==> src/rtl/glpe_params.svh <==
// Constants for the GPIO level PWM encoder: register indices, field
// positions, reset values, time-base divisors and bus response codes.
// Assumes inclusion by bare name from the rtl/ folder.
`ifndef GLPE_PARAMS_SVH
`define GLPE_PARAMS_SVH

// Register indices; the byte address is four times the index.
`define GLPE_IDX_P1_LO 8'h60
`define GLPE_IDX_P1_HI 8'h52
`define GLPE_IDX_P2_LO 8'h53
`define GLPE_IDX_P2_HI 8'h54
`define GLPE_IDX_STATUS 8'h61

// Field positions inside a 16-bit configuration word.
`define GLPE_TB_MSB 15
`define GLPE_TB_LSB 14
`define GLPE_HC_MSB 13
`define GLPE_HC_LSB 7
`define GLPE_LC_MSB 6
`define GLPE_LC_LSB 0

// Reset values and writable masks.
`define GLPE_RST_HI_CFG 16'h3F80
`define GLPE_RST_LO_CFG 16'h007F
`define GLPE_MASK_HI_CFG 16'h3FFF
`define GLPE_MASK_LO_CFG 16'hFFFF

// Time base in master clock periods for select codes 0 to 3.
`define GLPE_DIV_TB0 11'h010
`define GLPE_DIV_TB1 11'h040
`define GLPE_DIV_TB2 11'h100
`define GLPE_DIV_TB3 11'h400

// Bus responses.
`define GLPE_RESP_OKAY 2'h0
`define GLPE_RESP_SLVERR 2'h2

`endif

==> src/rtl/glpe_pkg.sv <==
// Types shared by the GPIO level PWM encoder modules.
// Assumes nothing of its surroundings.
package glpe_pkg;
  typedef logic [15:0] glpe_cfg_t;
  typedef logic [6:0] glpe_cnt_t;
  typedef logic [10:0] glpe_div_t;
  typedef logic [1:0] glpe_tb_t;
  typedef enum logic [2:0] {
    GLPE_ST_STATIC = 3'b001,
    GLPE_ST_HIGH = 3'b010,
    GLPE_ST_LOW = 3'b100
  } glpe_phase_e;
endpackage

==> src/rtl/glpe_tick.sv <==
// Time-base prescaler: one tick every 16, 64, 256 or 1024 clocks.
// Assumes clr restarts the count so a period starts on a clean slot.
`timescale 1ns/10ps
`include "glpe_params.svh"
module glpe_tick (
  // Clock and reset
  input wire logic clk,
  input wire logic rst,
  // Control
  input glpe_pkg::glpe_tb_t tb_sel,
  input wire logic clr,
  // Time base
  output glpe_pkg::glpe_div_t div,
  output logic tick
);
  import glpe_pkg::*;

  glpe_tb_t tb_reg;
  logic [9:0] pre_reg;
  logic [9:0] pre_next;

  // The select is taken only when the engine restarts a period, so a time base
  // written mid-period cannot stretch or cut the phase that is running.
  assign div = (tb_reg == 2'h0) ? `GLPE_DIV_TB0 :
               (tb_reg == 2'h1) ? `GLPE_DIV_TB1 :
               (tb_reg == 2'h2) ? `GLPE_DIV_TB2 : `GLPE_DIV_TB3;
  assign tick = ({1'b0, pre_reg} == (div - 11'h001));
  assign pre_next = (clr || tick) ? 10'h000 : (pre_reg + 10'h001);

  always_ff @(posedge clk) begin
    if (rst) begin
      pre_reg <= 10'h000;
      tb_reg <= 2'h0;
    end else begin
      pre_reg <= pre_next;
      if (clr) begin
        tb_reg <= tb_sel;
      end
    end
  end
endmodule // glpe_tick

==> src/rtl/glpe_chan.sv <==
// One pin's PWM engine: picks the count pair of the commanded level,
// runs high then low phases in time-base ticks, or holds a static level.
// Assumes tick comes from glpe_tick, restarted by clr.
`timescale 1ns/10ps
`include "glpe_params.svh"
module glpe_chan (
  // Clock and reset
  input wire logic clk,
  input wire logic rst,
  // Configuration and level
  input wire logic level,
  input glpe_pkg::glpe_cfg_t hi_cfg,
  input glpe_pkg::glpe_cfg_t lo_cfg,
  // Time base
  input wire logic tick,
  input glpe_pkg::glpe_div_t div,
  output logic clr,
  // Waveform
  output logic pwm_reg
);
  import glpe_pkg::*;

  glpe_phase_e phase_reg;
  glpe_phase_e phase_next;
  glpe_cnt_t cur_hc_reg;
  glpe_cnt_t cur_lc_reg;
  glpe_cnt_t cnt_reg;
  glpe_cnt_t cnt_next;
  glpe_cnt_t sel_hc;
  glpe_cnt_t sel_lc;
  logic high_done;
  logic low_done;
  logic reload;
  logic sel_static;
  logic static_hi;
  logic pwm_next;
  logic [17:0] dur_reg;

  // The pair of the commanded level is only adopted at a period boundary.
  assign sel_hc = level ? hi_cfg[`GLPE_HC_MSB:`GLPE_HC_LSB]
                        : lo_cfg[`GLPE_HC_MSB:`GLPE_HC_LSB];
  assign sel_lc = level ? hi_cfg[`GLPE_LC_MSB:`GLPE_LC_LSB]
                        : lo_cfg[`GLPE_LC_MSB:`GLPE_LC_LSB];
  assign high_done = tick && (cnt_reg == (cur_hc_reg - 7'h01));
  assign low_done = tick && (cnt_reg == (cur_lc_reg - 7'h01));
  assign reload = (phase_reg == GLPE_ST_STATIC) ||
                  ((phase_reg == GLPE_ST_LOW) && low_done);
  assign sel_static = (sel_hc == 7'h00) || (sel_lc == 7'h00);
  assign static_hi = (sel_hc != 7'h00) && (sel_lc == 7'h00);
  assign clr = reload;
  assign cnt_next = (reload || ((phase_reg == GLPE_ST_HIGH) && high_done)) ? 7'h00 :
                    (tick ? (cnt_reg + 7'h01) : cnt_reg);
  assign pwm_next = (phase_next == GLPE_ST_HIGH) ||
                    ((phase_next == GLPE_ST_STATIC) && static_hi);

  always_comb begin
    case (phase_reg)
      GLPE_ST_STATIC: phase_next = sel_static ? GLPE_ST_STATIC : GLPE_ST_HIGH;
      GLPE_ST_HIGH: phase_next = high_done ? GLPE_ST_LOW : GLPE_ST_HIGH;
      GLPE_ST_LOW: begin
        if (!low_done) begin
          phase_next = GLPE_ST_LOW;
        end else begin
          phase_next = sel_static ? GLPE_ST_STATIC : GLPE_ST_HIGH;
        end
      end
      default: phase_next = GLPE_ST_STATIC;
    endcase
  end

  always_ff @(posedge clk) begin
    if (rst) begin
      phase_reg <= GLPE_ST_STATIC;
      cur_hc_reg <= 7'h00;
      cur_lc_reg <= 7'h00;
      cnt_reg <= 7'h00;
      pwm_reg <= 1'b0;
      dur_reg <= 18'h00001;
    end else begin
      phase_reg <= phase_next;
      cnt_reg <= cnt_next;
      pwm_reg <= pwm_next;
      dur_reg <= (phase_next != phase_reg) ? 18'h00001 : (dur_reg + 18'h00001);
      if (reload) begin
        cur_hc_reg <= sel_hc;
        cur_lc_reg <= sel_lc;
      end
    end
  end
endmodule // glpe_chan

==> src/rtl/glpe_top.sv <==
// GPIO level PWM encoder for two pins, with an AXI4-Lite register slave.
// Assumes pin level inputs are synchronous to clk and one write and one
// read at most are outstanding on the bus.
//
// The AXI4-Lite slave port was decided locally.
`timescale 1ns/10ps
`include "glpe_params.svh"
module glpe_top (
  // Clock and reset
  input wire logic clk,
  input wire logic rst,
  // AXI4-Lite write address
  input wire logic [11:0] s_axi_awaddr,
  input wire logic s_axi_awvalid,
  output logic s_axi_awready,
  // AXI4-Lite write data
  input wire logic [31:0] s_axi_wdata,
  input wire logic [3:0] s_axi_wstrb,
  input wire logic s_axi_wvalid,
  output logic s_axi_wready,
  // AXI4-Lite write response
  output logic [1:0] s_axi_bresp,
  output logic s_axi_bvalid,
  input wire logic s_axi_bready,
  // AXI4-Lite read address
  input wire logic [11:0] s_axi_araddr,
  input wire logic s_axi_arvalid,
  output logic s_axi_arready,
  // AXI4-Lite read data
  output logic [31:0] s_axi_rdata,
  output logic [1:0] s_axi_rresp,
  output logic s_axi_rvalid,
  input wire logic s_axi_rready,
  // Commanded pin levels
  input wire logic pin1_level,
  input wire logic pin2_level,
  // PWM outputs
  output logic pin1_pwm,
  output logic pin2_pwm
);
  import glpe_pkg::*;

  // ---------------------------------------------------------------
  // Register map
  // ---------------------------------------------------------------
  // Entry order: pin 1 low, pin 1 high, pin 2 low, pin 2 high.
  localparam int NCFG = 4;
  localparam logic [7:0] CFG_IDX [NCFG] = '{`GLPE_IDX_P1_LO, `GLPE_IDX_P1_HI,
                                            `GLPE_IDX_P2_LO, `GLPE_IDX_P2_HI};
  localparam glpe_cfg_t CFG_RST [NCFG] = '{`GLPE_RST_LO_CFG, `GLPE_RST_HI_CFG,
                                           `GLPE_RST_LO_CFG, `GLPE_RST_HI_CFG};
  localparam glpe_cfg_t CFG_MASK [NCFG] = '{`GLPE_MASK_LO_CFG, `GLPE_MASK_HI_CFG,
                                            `GLPE_MASK_LO_CFG, `GLPE_MASK_HI_CFG};

  glpe_cfg_t cfg_reg [NCFG];

  // ---------------------------------------------------------------
  // Write channel
  // ---------------------------------------------------------------
  logic aw_full_reg;
  logic aw_full_next;
  logic w_full_reg;
  logic w_full_next;
  logic [11:0] waddr_reg;
  logic [15:0] wdata_reg;
  logic [1:0] wstrb_reg;
  logic aw_take;
  logic w_take;
  logic do_write;
  logic bvalid_next;
  logic [7:0] wr_idx;
  logic wr_aligned;
  logic [NCFG-1:0] wr_hit;
  logic wr_mapped;

  assign aw_take = s_axi_awvalid && s_axi_awready;
  assign w_take = s_axi_wvalid && s_axi_wready;
  // Address and data may arrive in either order; the write lands once both are held.
  assign do_write = aw_full_reg && w_full_reg;
  assign aw_full_next = do_write ? 1'b0 : (aw_full_reg || aw_take);
  assign w_full_next = do_write ? 1'b0 : (w_full_reg || w_take);
  assign bvalid_next = do_write ? 1'b1 :
                       ((s_axi_bvalid && s_axi_bready) ? 1'b0 : s_axi_bvalid);
  assign wr_idx = waddr_reg[9:2];
  assign wr_aligned = (waddr_reg[1:0] == 2'h0) && (waddr_reg[11:10] == 2'h0);
  assign wr_mapped = wr_aligned && (|wr_hit);

  always_ff @(posedge clk) begin
    if (rst) begin
      aw_full_reg <= 1'b0;
      w_full_reg <= 1'b0;
      s_axi_awready <= 1'b0;
      s_axi_wready <= 1'b0;
      s_axi_bvalid <= 1'b0;
      s_axi_bresp <= `GLPE_RESP_OKAY;
    end else begin
      aw_full_reg <= aw_full_next;
      w_full_reg <= w_full_next;
      s_axi_awready <= !aw_full_next && !bvalid_next;
      s_axi_wready <= !w_full_next && !bvalid_next;
      s_axi_bvalid <= bvalid_next;
      if (do_write) begin
        s_axi_bresp <= wr_mapped ? `GLPE_RESP_OKAY : `GLPE_RESP_SLVERR;
      end
    end
  end

  // Payload registers carry no control meaning, so they skip the reset.
  always_ff @(posedge clk) begin
    if (aw_take) begin
      waddr_reg <= s_axi_awaddr;
    end
    if (w_take) begin
      wdata_reg <= s_axi_wdata[15:0];
      wstrb_reg <= s_axi_wstrb[1:0];
    end
  end

  // ---------------------------------------------------------------
  // Configuration registers
  // ---------------------------------------------------------------
  // Bits above 15 are not stored; lanes 2 and 3 are accepted and dropped.
  // Reserved bits of the logic-high configs are masked so they read zero.
  genvar gi;
  generate
    for (gi = 0; gi < NCFG; gi++) begin : gen_cfg
      glpe_cfg_t merged;
      assign wr_hit[gi] = wr_aligned && (wr_idx == CFG_IDX[gi]);
      assign merged = {wstrb_reg[1] ? wdata_reg[15:8] : cfg_reg[gi][15:8],
                       wstrb_reg[0] ? wdata_reg[7:0] : cfg_reg[gi][7:0]};
      always_ff @(posedge clk) begin
        if (rst) begin
          cfg_reg[gi] <= CFG_RST[gi];
        end else if (do_write && wr_hit[gi]) begin
          cfg_reg[gi] <= merged & CFG_MASK[gi];
        end
      end
    end
  endgenerate

  // ---------------------------------------------------------------
  // Read channel
  // ---------------------------------------------------------------
  logic ar_take;
  logic rvalid_next;
  logic [7:0] rd_idx;
  logic rd_aligned;
  logic rd_status;
  logic rd_mapped;
  logic [NCFG-1:0] rd_hit;
  glpe_cfg_t rd_term [NCFG];
  glpe_cfg_t rd_cfg;
  logic [31:0] status_word;
  logic [31:0] rd_word;

  assign ar_take = s_axi_arvalid && s_axi_arready;
  assign rvalid_next = ar_take ? 1'b1 :
                       ((s_axi_rvalid && s_axi_rready) ? 1'b0 : s_axi_rvalid);
  assign rd_idx = s_axi_araddr[9:2];
  assign rd_aligned = (s_axi_araddr[1:0] == 2'h0) && (s_axi_araddr[11:10] == 2'h0);
  assign rd_status = rd_aligned && (rd_idx == `GLPE_IDX_STATUS);
  assign rd_mapped = rd_status || (|rd_hit);

  generate
    for (gi = 0; gi < NCFG; gi++) begin : gen_rd
      assign rd_hit[gi] = rd_aligned && (rd_idx == CFG_IDX[gi]);
      assign rd_term[gi] = rd_hit[gi] ? cfg_reg[gi] : 16'h0000;
    end
  endgenerate

  assign rd_cfg = rd_term[0] | rd_term[1] | rd_term[2] | rd_term[3];
  // Status shows the live waveforms and the levels they encode.
  assign status_word = {28'h0000000, pin2_level, pin1_level, pin2_pwm, pin1_pwm};
  assign rd_word = rd_status ? status_word : {16'h0000, rd_cfg};

  always_ff @(posedge clk) begin
    if (rst) begin
      s_axi_arready <= 1'b0;
      s_axi_rvalid <= 1'b0;
      s_axi_rdata <= 32'h00000000;
      s_axi_rresp <= `GLPE_RESP_OKAY;
    end else begin
      s_axi_arready <= !rvalid_next;
      s_axi_rvalid <= rvalid_next;
      if (ar_take) begin
        s_axi_rdata <= rd_word;
        s_axi_rresp <= rd_mapped ? `GLPE_RESP_OKAY : `GLPE_RESP_SLVERR;
      end
    end
  end

  // ---------------------------------------------------------------
  // PWM engines
  // ---------------------------------------------------------------
  // The time base of each pin lives in that pin's logic-low config.
  logic [1:0] level_w;
  logic [1:0] pwm_w;
  glpe_div_t div_w [2];

  assign level_w = {pin2_level, pin1_level};
  assign pin1_pwm = pwm_w[0];
  assign pin2_pwm = pwm_w[1];

  generate
    for (gi = 0; gi < 2; gi++) begin : gen_pin
      logic tick;
      logic clr;
      glpe_tick u_tick (
        .clk(clk),
        .rst(rst),
        .tb_sel(cfg_reg[2*gi][`GLPE_TB_MSB:`GLPE_TB_LSB]),
        .clr(clr),
        .div(div_w[gi]),
        .tick(tick)
      );
      glpe_chan u_chan (
        .clk(clk),
        .rst(rst),
        .level(level_w[gi]),
        .hi_cfg(cfg_reg[2*gi+1]),
        .lo_cfg(cfg_reg[2*gi]),
        .tick(tick),
        .div(div_w[gi]),
        .clr(clr),
        .pwm_reg(pwm_w[gi])
      );
    end
  endgenerate
endmodule // glpe_top

==> config.mk <==
export PLATFORM = sky130hd
export DESIGN_NAME = glpe_top
export DESIGN_NICKNAME = d
export VERILOG_FILES = /design/src/rtl/glpe_pkg.sv /design/src/rtl/glpe_tick.sv /design/src/rtl/glpe_chan.sv /design/src/rtl/glpe_top.sv
export VERILOG_INCLUDE_DIRS = /design/src /design/src/rtl
export SDC_FILE = /design/constraint.sdc
export NUM_CORES = 1
export LEC_CHECK = 0
export BUFFER_PORTS_ARGS = -buffer_cell sky130_fd_sc_hd__buf_2
export CORE_UTILIZATION = 41
export CTS_CLUSTER_DIAMETER = 150
export DETAILED_ROUTE_END_ITERATION = 12
export PLACE_DENSITY = 0.7
export REMOVE_ABC_BUFFERS = 1
export SLEW_MARGIN = 20
export SYNTH_ARGS = -nofsm -noshare
export SYNTH_HDL_FRONTEND = slang
export SYNTH_SLANG_ARGS = --single-unit
==> constraint.sdc <==
create_clock -name clk -period 3.1 [get_ports clk]
set_clock_uncertainty 0.05 [all_clocks]
set_input_delay 0.62 -clock clk [delete_from_list [all_inputs] [get_ports clk]]
set_output_delay 0.62 -clock clk [all_outputs]
set_load 0.02 [all_outputs]
## Word level (Yosys, flattened, before mapping)

Memory sizes are Yosys's and may differ from the RTL's.
Index checks and enable logic that the tools add are counted.
Widths: inputs -> output; s select.

- Register bits: 147
- Bits in latches: 0
- RAM bits: 64
- Memory bits (read-only): 0
- Bits of input ports: 69
- Output and inout port bits: 43
- Memories: 1

- Add/subtract/negate cells: 10
- $mul: 0
- Div/mod/pow operators: 0
- Magnitude comparators: 0
- Equal/unequal tests: 29
- Shift-type cells: 0
- Mux-type cells: 57
- Bitwise logic cells: 7
- Reductions and logical operators: 71

Memory list:

| memory | words | bits a word | rd ports | clocked after memory_dff | wr ports | line | source |
|---|---|---|---|---|---|---|---|
| cfg_reg | 4 | 16 | 4 | 0 | 4 | glpe_top.sv:55 | `glpe_cfg_t cfg_reg [NCFG];` |

Operators by type and width:

| operator | number |
|---|---|
| $mux 16 | 9 |
| $eq 8x7->1 const B | 9 |
| $mux 11 | 6 |
| $mux 8 | 6 |
| $or 16x16->16 | 3 |
| $logic_and 1x1->1 | 36 |
| $eq 7x7->1 | 4 |
| $logic_not 7->1 | 4 |
| $mux 7 | 4 |
| $sub 7x1->7 const B | 4 |
| $eq 10x11->1 | 2 |
| $sub 11x1->11 const B | 2 |
| $add 10x1->10 const B | 2 |
| $mux 1 | 20 |
| $pmux 3 s3 | 2 |
| $add 7x1->7 const B | 2 |
| $reduce_bool 7->1 | 2 |
| $logic_or 1x1->1 | 13 |
| $eq 3x1->1 const B | 4 |
| $eq 3x2->1 const B | 4 |
| $logic_not 2->1 | 6 |
| $mux 3 | 4 |
| $mux 6 | 2 |
| $mux 2 | 4 |
| 7 further kinds | 20 |

## Logic depth before layout (Yosys ltp)

Gate-level depths: netlist (run 1).

- Word-level depth: 12
- Depth in mapped cells: 10
- Depth with buffers taken out: 8

## Modules after synthesis

From an unflattened synthesis (run 1), not the netlist that was laid out.

- Cells, all modules: 906
- Area, all modules: 9942.0 um2

By module, submodules not included:

| module | times used | cells an instance | area an instance (um2) | seq. area each (um2) |
|---|---|---|---|---|
| glpe_top | 1 | 350 | 4942.2 | 3203.1 |
| glpe_chan | 2 | 207 | 1863.0 | 500.5 |
| glpe_tick | 2 | 71 | 636.9 | 240.2 |

## Worst setup path after synthesis (run 1)

No wires, ideal clock.

- Path kind: reg-to-reg
- From: register gen_pin[1].u_tick.tb_reg[0] (read register of cfg_reg)
- To: register gen_pin[1].u_chan.cnt_reg[0]
- Setup time: 0.133 ns
- Arrival time: 2.458 ns
- Required time: 2.917 ns
- Setup slack: 0.459 ns
- Stages on the path, launching flop included: 10
- Clock period less this slack: 2.641 ns
- Path through: dfxtp_1 > or2_2 > ha_1 > xnor2_1 > or3_1 > a31o_2 > a2111o_1 > o21ai_2 > buf_4 > nor3_1

- Cells in the longest elaborated chain, start to end: 11
- Elaborated cells between the ends (all ways): 15
- Those cells by class: add/sub (1); eq/ne (3); mux (3); reduce/logical (8)

RTL lines:

| what | line | source |
|---|---|---|
| from (decl) | glpe_tick.sv:18 | `glpe_tb_t tb_reg;` |
| $eq 2x2->1 | glpe_tick.sv:26 | `` (tb_reg == 2'h2) ? `GLPE_DIV_TB2 : `GLPE_DIV_TB3; `` |
| $mux 11 (no source line) (2 in a row) | - |  |
| $mux 11 (no source line) * | - |  |
| $sub 11x1->11 * | glpe_tick.sv:27 | `assign tick = ({1'b0, pre_reg} == (div - 11'h001));` |
| $eq 10x11->1 * | glpe_tick.sv:27 |  |
| $logic_and 1x1->1 | glpe_chan.sv:45 | `assign low_done = tick && (cnt_reg == (cur_lc_reg - 7'h01));` |
| $logic_and 1x1->1 | glpe_chan.sv:47 | `((phase_reg == GLPE_ST_LOW) && low_done);` |
| $logic_or 1x1->1 | glpe_chan.sv:46 | `assign reload = (phase_reg == GLPE_ST_STATIC) \|\|` |
| $logic_or 1x1->1 | glpe_chan.sv:51 | `assign cnt_next = (reload \|\| ((phase_reg == GLPE_ST_HIGH) && high_done)) ? 7'h00 :` |
| $reduce_or 2->1 (no source line) | - |  |
| to (signal assigned) | glpe_chan.sv:81 | `cnt_reg <= cnt_next;` |
| to (decl) | glpe_chan.sv:27 | `glpe_cnt_t cnt_reg;` |

Every way passes the cells marked *; elsewhere a longest branch is shown, timed or not.
A chain may end at the register's enable or synchronous reset.

## Worst setup path after layout (run 1)

- From: register gen_pin[1].u_tick.tb_reg[0] (read register of cfg_reg)
- To: register gen_pin[1].u_chan.cur_lc_reg[3]

- Cells in the longest elaborated chain, start to end: 9
- Elaborated cells between the ends (all ways): 11
- Those cells by class: add/sub (1); eq/ne (3); mux (3); reduce/logical (4)

RTL lines:

| what | line | source |
|---|---|---|
| $eq 2x2->1 | glpe_tick.sv:26 |  |
| $mux 11 (no source line) (2 in a row) | - |  |
| $mux 11 (no source line) * | - |  |
| $sub 11x1->11 * | glpe_tick.sv:27 |  |
| $eq 10x11->1 * | glpe_tick.sv:27 |  |
| $logic_and 1x1->1 * | glpe_chan.sv:45 |  |
| $logic_and 1x1->1 * | glpe_chan.sv:47 |  |
| $logic_or 1x1->1 * | glpe_chan.sv:46 |  |
| to (signal assigned) | glpe_chan.sv:86 | `cur_lc_reg <= sel_lc;` |
| to (decl) | glpe_chan.sv:26 | `glpe_cnt_t cur_lc_reg;` |

Marked as above.

==> flow_summary.ini, run 1 <==
[final_layout]
regArea_sq_um = 4680
syn2layout_area_growth_pct = 13.3
stdcell_count = 1386
fill_cells = 2101
final_area_sq_um = 11000
multi_input_area_sq_um = 4660
drive_above_1_share = 0.154
largest_reg_flops = 60
nets = 1138

[floorplan]
start_util = 0.423
die_area_sq_um = 24300
coreArea_sq_um = 22900
fp.dieH_um = 156
die_w_um = 156
rows = 55
ios = 112

[synth]
async_flop_share = 0
synth_top_family_by_area = simple AND/OR/NAND/NOR gates
ys_ff_latch = 189
yosys.area.top_type = edfxtp_1
syn_inst = 991
synth_simple_gate_area_frac = 0.222
yosys.area_share.adder = 0.0129
synth_edf_count = 90
yosys-top-cells-area = edfxtp_1, dfxtp_1, nand2_1
syn_area_per_cell_sq_um = 9.78
synthMuxAreaShare = 0.0349
synth_xor_area_frac = 0.0591
synthDistinctLibCells = 77
synth_flop_cell = dfxtp_1
synth_area_sq_um = 9690
ys_seq_area_frac = 0.483
synth_top_cell_area_share = 0.279
yosys_warnings = 0
synth_compound_area_frac = 0.144

[routing]
wire_per_inst_um = 16.9
route.detailed.drc = 0
vias = 7675
antenna_left = 0
wirelength_um = 23400
drtIter0Drc = 527
via_per_inst = 5.54
dr.pass1.iters = 5

[sta]
slew_violations = 0
max_slew.worst_pin.slew_ps = 969
hold_viol = 0
rsz0062_at_grt = no
max_freq_ghz = 0.356
min_period_ps = 2810
setup_tns_ps = 0
setup_ws_ps = 293
max_slew_margin = 0.353
setup_violations = 0
period_share = 0.906

[critical_path]
critPathMaxFanout = 22
crit_type = reg2reg
end_kind = register
cp-start-kind = register
r2r-start = gen_pin[1].u_tick.tb_reg[0]
reg2regPathDepth = 9
r2r_end = gen_pin[1].u_chan.cur_lc_reg[3]
cp.required_ps = 3430
cp-startpoint = gen_pin[1].u_tick.tb_reg[0]
arrival_ps = 3130
reg2reg_slack_ps = 290
crit_end = gen_pin[1].u_chan.cur_lc_reg[3]

[clock_tree]
cts_buffer_depth = 2
ctsHoldBuffers = 0
cts_root_buffer = clkbuf_16
postCtsSetupBuffers = 0
cts_max_level = 4
clk_pin_slew_worst_paths_ps = 80
cts.sinks = 189
cts_tree = yes
cts_resized = 0
cts_buffers = 17
worst_skew_pair.late_latency_ps = 440

[power]
total_power_uw = 6110
peakVddDrop_uv = 464
power_density_nw_per_um2 = 556
p_leak_uw = 0.00404

[placement]
placed_cells = 1353
place_area_sq_um = 10400
dpl.hpwl_um = 16800
io_buffers = 75
gp_congestion = 0.853
pre_cts_ws_ps = 325

[grt]
grt_overflow = 0
grt_antenna_before_repair = 0
grt_max_degree = 34
use_met2 = 0.305
grt-busiest-layer = met2
use_met3 = 0.0369
grt_pass1_vias = 7192
met1_usage = 0.277
grt_util_all_layers = 0.199
grt_pass1_wl_um = 37500

[min_path]
hold_class = in2reg

[flow_run]
cap_violations = 0

[status]
status = complete, no violations
==> power by group <==
group	switching, uW	internal, uW
combinational	527	417
clock	1070	1160
sequential	188	2750
total	1780	4330
==> cell usage in the layout (no fill, tap or decap), types with 6 or more instances in the layout <==
cell,count
buf_4,25
conb_1,18
and2_1,31
a21oi_1,47
edfxtp_1,90
a221oi_1,12
mux2_2,14
inv_1,16
a22oi_1,12
nand4_1,28
o211a_1,14
dfxtp_1,99
o21ai_0,48
mux2i_1,18
nor2b_1,27
nor4b_1,6
nand2b_1,18
or3_1,23
ha_1,10
nand2_1,96
nor4_1,16
nor2_1,64
nor3_1,34
buf_2,75
and3_1,14
a211oi_1,11
clkbuf_16,17
xnor2_1,32
a21o_1,6
nand3_1,26
xor2_1,28
==> cells by family after synthesis <==
family / count (synthesis)
buffers and inverters: 86
muxes: 32
adders and majority gates: 10
other: 1
AOI/OAI and AO/OA: 201
DFF: 189
xor gates and xnor gates: 62
and+or+nand+nor: 410
==> cell usage after synthesis (all sizes together) (28+ instances only) <==
cell type,instances
nor3,34
xor2,28
a21oi,47
buf,28
o21ai,51
edfxtp,90
xnor2,32
dfxtp,99
nand4,28
and2,33
nand2,96
clkbuf,41
nor2,64
==> final cells by class <==
| class | count | area share |
|---|---|---|
| Timing Repair Buffer | 101 | 0.0531 |
| Clock inverter | 15 | 0.0162 |
| Sequential cell | 189 | 0.426 |
| Multi-Input combinational cell | 733 | 0.424 |
| Clock buffer | 17 | 0.0387 |
| Tap cell | 313 | 0.0356 |
| Inverter | 17 | 0.00581 |
| Antenna cell | 1 | 0.000228 |
==> worst min path at each step <==
stage                                 start                           end  slack, ps  cells past startpoint
4_1_cts                     s_axi_wdata[13]                 wdata_reg[13]        290                      1
6_report                    s_axi_wdata[14]                 wdata_reg[14]        300                      1
5_1_grt                      s_axi_wdata[9]                  wdata_reg[9]        290                      1
3_5_place_dp                 s_axi_rdata[1]                s_axi_rdata[1]        390                      2
2_1_floorplan  gen_pin[0].u_tick.pre_reg[0]  gen_pin[0].u_tick.pre_reg[0]        370                      1
3_3_place_gp   gen_pin[1].u_tick.pre_reg[0]  gen_pin[1].u_tick.pre_reg[0]        380                      1
==> layer usage <==
layer | up-vias | share of wire
met3 | 29 | 0.061
met1 | 3649 | 0.47
li1 | 3733 | -
met5 | - | 0
met2 | 264 | 0.45
met4 | 0 | 0.019
==> critical path, cell delays in order, from the launching register on <==
cell	delay [ps]
dfxtp_1	360
or2_2	310
ha_1	300
xnor2_1	120
or3_1	340
a31o_2	270
a2111o_1	480
o21ai_2	190
buf_12	180
o211a_1	150
==> stage by stage <==
| stage | utilization | hold slack [ps] |
|---|---|---|
| after floorplan | - | 368 |
| after global placement | 0.453 | 378 |
| after detailed placement | 0.453 | 390 |
| after CTS | 0.479 | 289 |
| after global routing | 0.479 | 288 |
| final | 0.479 | 302 |
Note: power is estimated with default switching activity, not from simulation.
==> inputs of run 2 (changes only) <==
BUFFER_PORTS_ARGS = -buffer_cell sky130_fd_sc_hd__clkbuf_2   (was -buffer_cell sky130_fd_sc_hd__buf_2)
CTS_BUF_LIST = sky130_fd_sc_hd__clkbuf_8 sky130_fd_sc_hd__clkbuf_16   (was not set)
RECOVER_POWER = 50   (was not set)
==> run 2 against run 1 <==
Fmax up 0.53%. Cell area down 0.80%. Non-clock buffer count stayed put. Clock power decreased by 3%. Wire length shrank 2.3%. Cell count about the same. Clock-buffer cell count is the same. First-iteration DRC count is 17% higher. Worst hold slack better by 6.0 ps. Sequential power is essentially flat. Worst setup slack improved by 15 ps. Critical path depth did not move. Largest power group unchanged.
==> flow_summary.ini, run 2 (same netlist as run 1, synthesis figures left out) <==
[status]
status = complete, no violations

[grt]
met1_usage = 0.273
use_met3 = 0.0403
grt_util_all_layers = 0.194
use_met2 = 0.295
grt_pass1_wl_um = 36700
grt-busiest-layer = met2
grt_pass1_vias = 6973
grt_antenna_before_repair = 0
grt_max_degree = 34
grt_overflow = 0

[routing]
wirelength_um = 22900
wire_per_inst_um = 16.5
antenna_left = 0
via_per_inst = 5.53
dr.pass1.iters = 5
vias = 7654
route.detailed.drc = 0
drtIter0Drc = 617

[final_layout]
fill_cells = 2091
largest_reg_flops = 60
regArea_sq_um = 4680
layout_common_cells = dfxtp_1, nand2_1, edfxtp_1, nor2_1, o21ai_0
syn2layout_area_growth_pct = 12.4
diodes = 0
nets = 1138
multi_input_area_sq_um = 4660
layout_commonest_cell = dfxtp_1
drive_above_1_share = 0.121

[sta]
min_period_ps = 2790
period_share = 0.901
max_slew_margin = 0.105
slew_violations = 0
setup_tns_ps = 0
setup_ws_ps = 307
max_slew.worst_pin.slew_ps = 1340
max_freq_ghz = 0.358
rsz0062_at_grt = no
hold_viol = 0
setup_violations = 0

[power]
peakVddDrop_uv = 348
power_density_nw_per_um2 = 554
total_power_uw = 6040
p_leak_uw = 0.00390

[clock_tree]
cts_buffers = 17
ctsHoldBuffers = 0
cts.sinks = 189
clk_pin_slew_worst_paths_ps = 70
postCtsSetupBuffers = 0
cts_resized = 0
cts_buffer_depth = 2
cts_root_buffer = clkbuf_16
cts_max_level = 4
worst_skew_pair.late_latency_ps = 430
cts_tree = yes

[floorplan]
rows = 55
die_w_um = 156
start_util = 0.423
ios = 112
coreArea_sq_um = 22900
die_area_sq_um = 24300
fp.dieH_um = 156

[flow_run]
cap_violations = 0

[placement]
dpl.hpwl_um = 16600
io_buffers = 75
pre_cts_ws_ps = 329
gp_congestion = 0.846

[critical_path]
reg2reg_slack_ps = 310
cp-start-kind = register
arrival_ps = 3120
end_kind = register
cp.required_ps = 3430
crit_type = reg2reg
critPathMaxFanout = 22

[min_path]
hold_class = in2reg
[run 2: cell count changes in the layout (fill, tap and decap cells not counted), moves of 2 or more]
cell	before	now
buf_2	75	0
clkbuf_2	0	47
clkbuf_1	0	35
and2_0	2	9
and2_1	31	24
buf_4	25	18
inv_6	2	5
clkinv_8	2	0
[run 2: final cells by class]
cell class / count / area share
clock buffer: 17 / 0.0390
clock inverter: 15 / 0.0141
inverter: 17 / 0.00585
multi-input combinational: 733 / 0.427
sequential: 189 / 0.430
tap: 313 / 0.0359
timing repair buffer: 101 / 0.0479
[run 2: report_power, final]
group | internal, uW | switching (uW)
sequential | 2760 | 187
clock | 1140 | 1030
combinational | 408 | 521
[run 2: final timing paths]
path / from / end / cells past startpoint
max: gen_pin[1].u_tick.tb_reg[0] / gen_pin[1].u_chan.cur_hc_reg[0] / 9
max reg2reg: gen_pin[1].u_tick.tb_reg[0] / gen_pin[1].u_chan.cur_hc_reg[0] / 9
min: s_axi_wdata[15] / wdata_reg[15] / 1
min reg2reg: gen_pin[1].u_tick.pre_reg[0] / gen_pin[1].u_tick.pre_reg[0] / 1
[run 2: layer usage]
layer / wire length [um] / vias up / share of wire
met5: 0 / - / 0
li1: - / 3736 / -
met2: 9950 / 301 / 0.44
met3: 1720 / 35 / 0.075
met1: 10700 / 3582 / 0.47
met4: 450 / 0 / 0.020
[run 2: critical path, stage by stage, from the launching register on]
cell	delay [ps]
dfxtp_1	350
or2_2	300
ha_1	300
xnor2_1	120
or3_1	340
a31o_2	270
a2111o_1	480
o21ai_2	190
buf_12	180
o211a_1	140
[run 2: stage by stage]
| step | std cells | instance area, sq um | hold slack (ps) | utilization |
|---|---|---|---|---|
| after CTS | 1385 | 11000 | 292 | 0.478 |
| after detailed placement | 1353 | 10400 | 386 | 0.453 |
| after global routing | 1385 | 10900 | 293 | 0.476 |
| after floorplan | 939 | 9410 | 368 | - |
| after global placement | 1353 | 10400 | 377 | 0.453 |
| final | 1385 | 10900 | 308 | 0.476 |
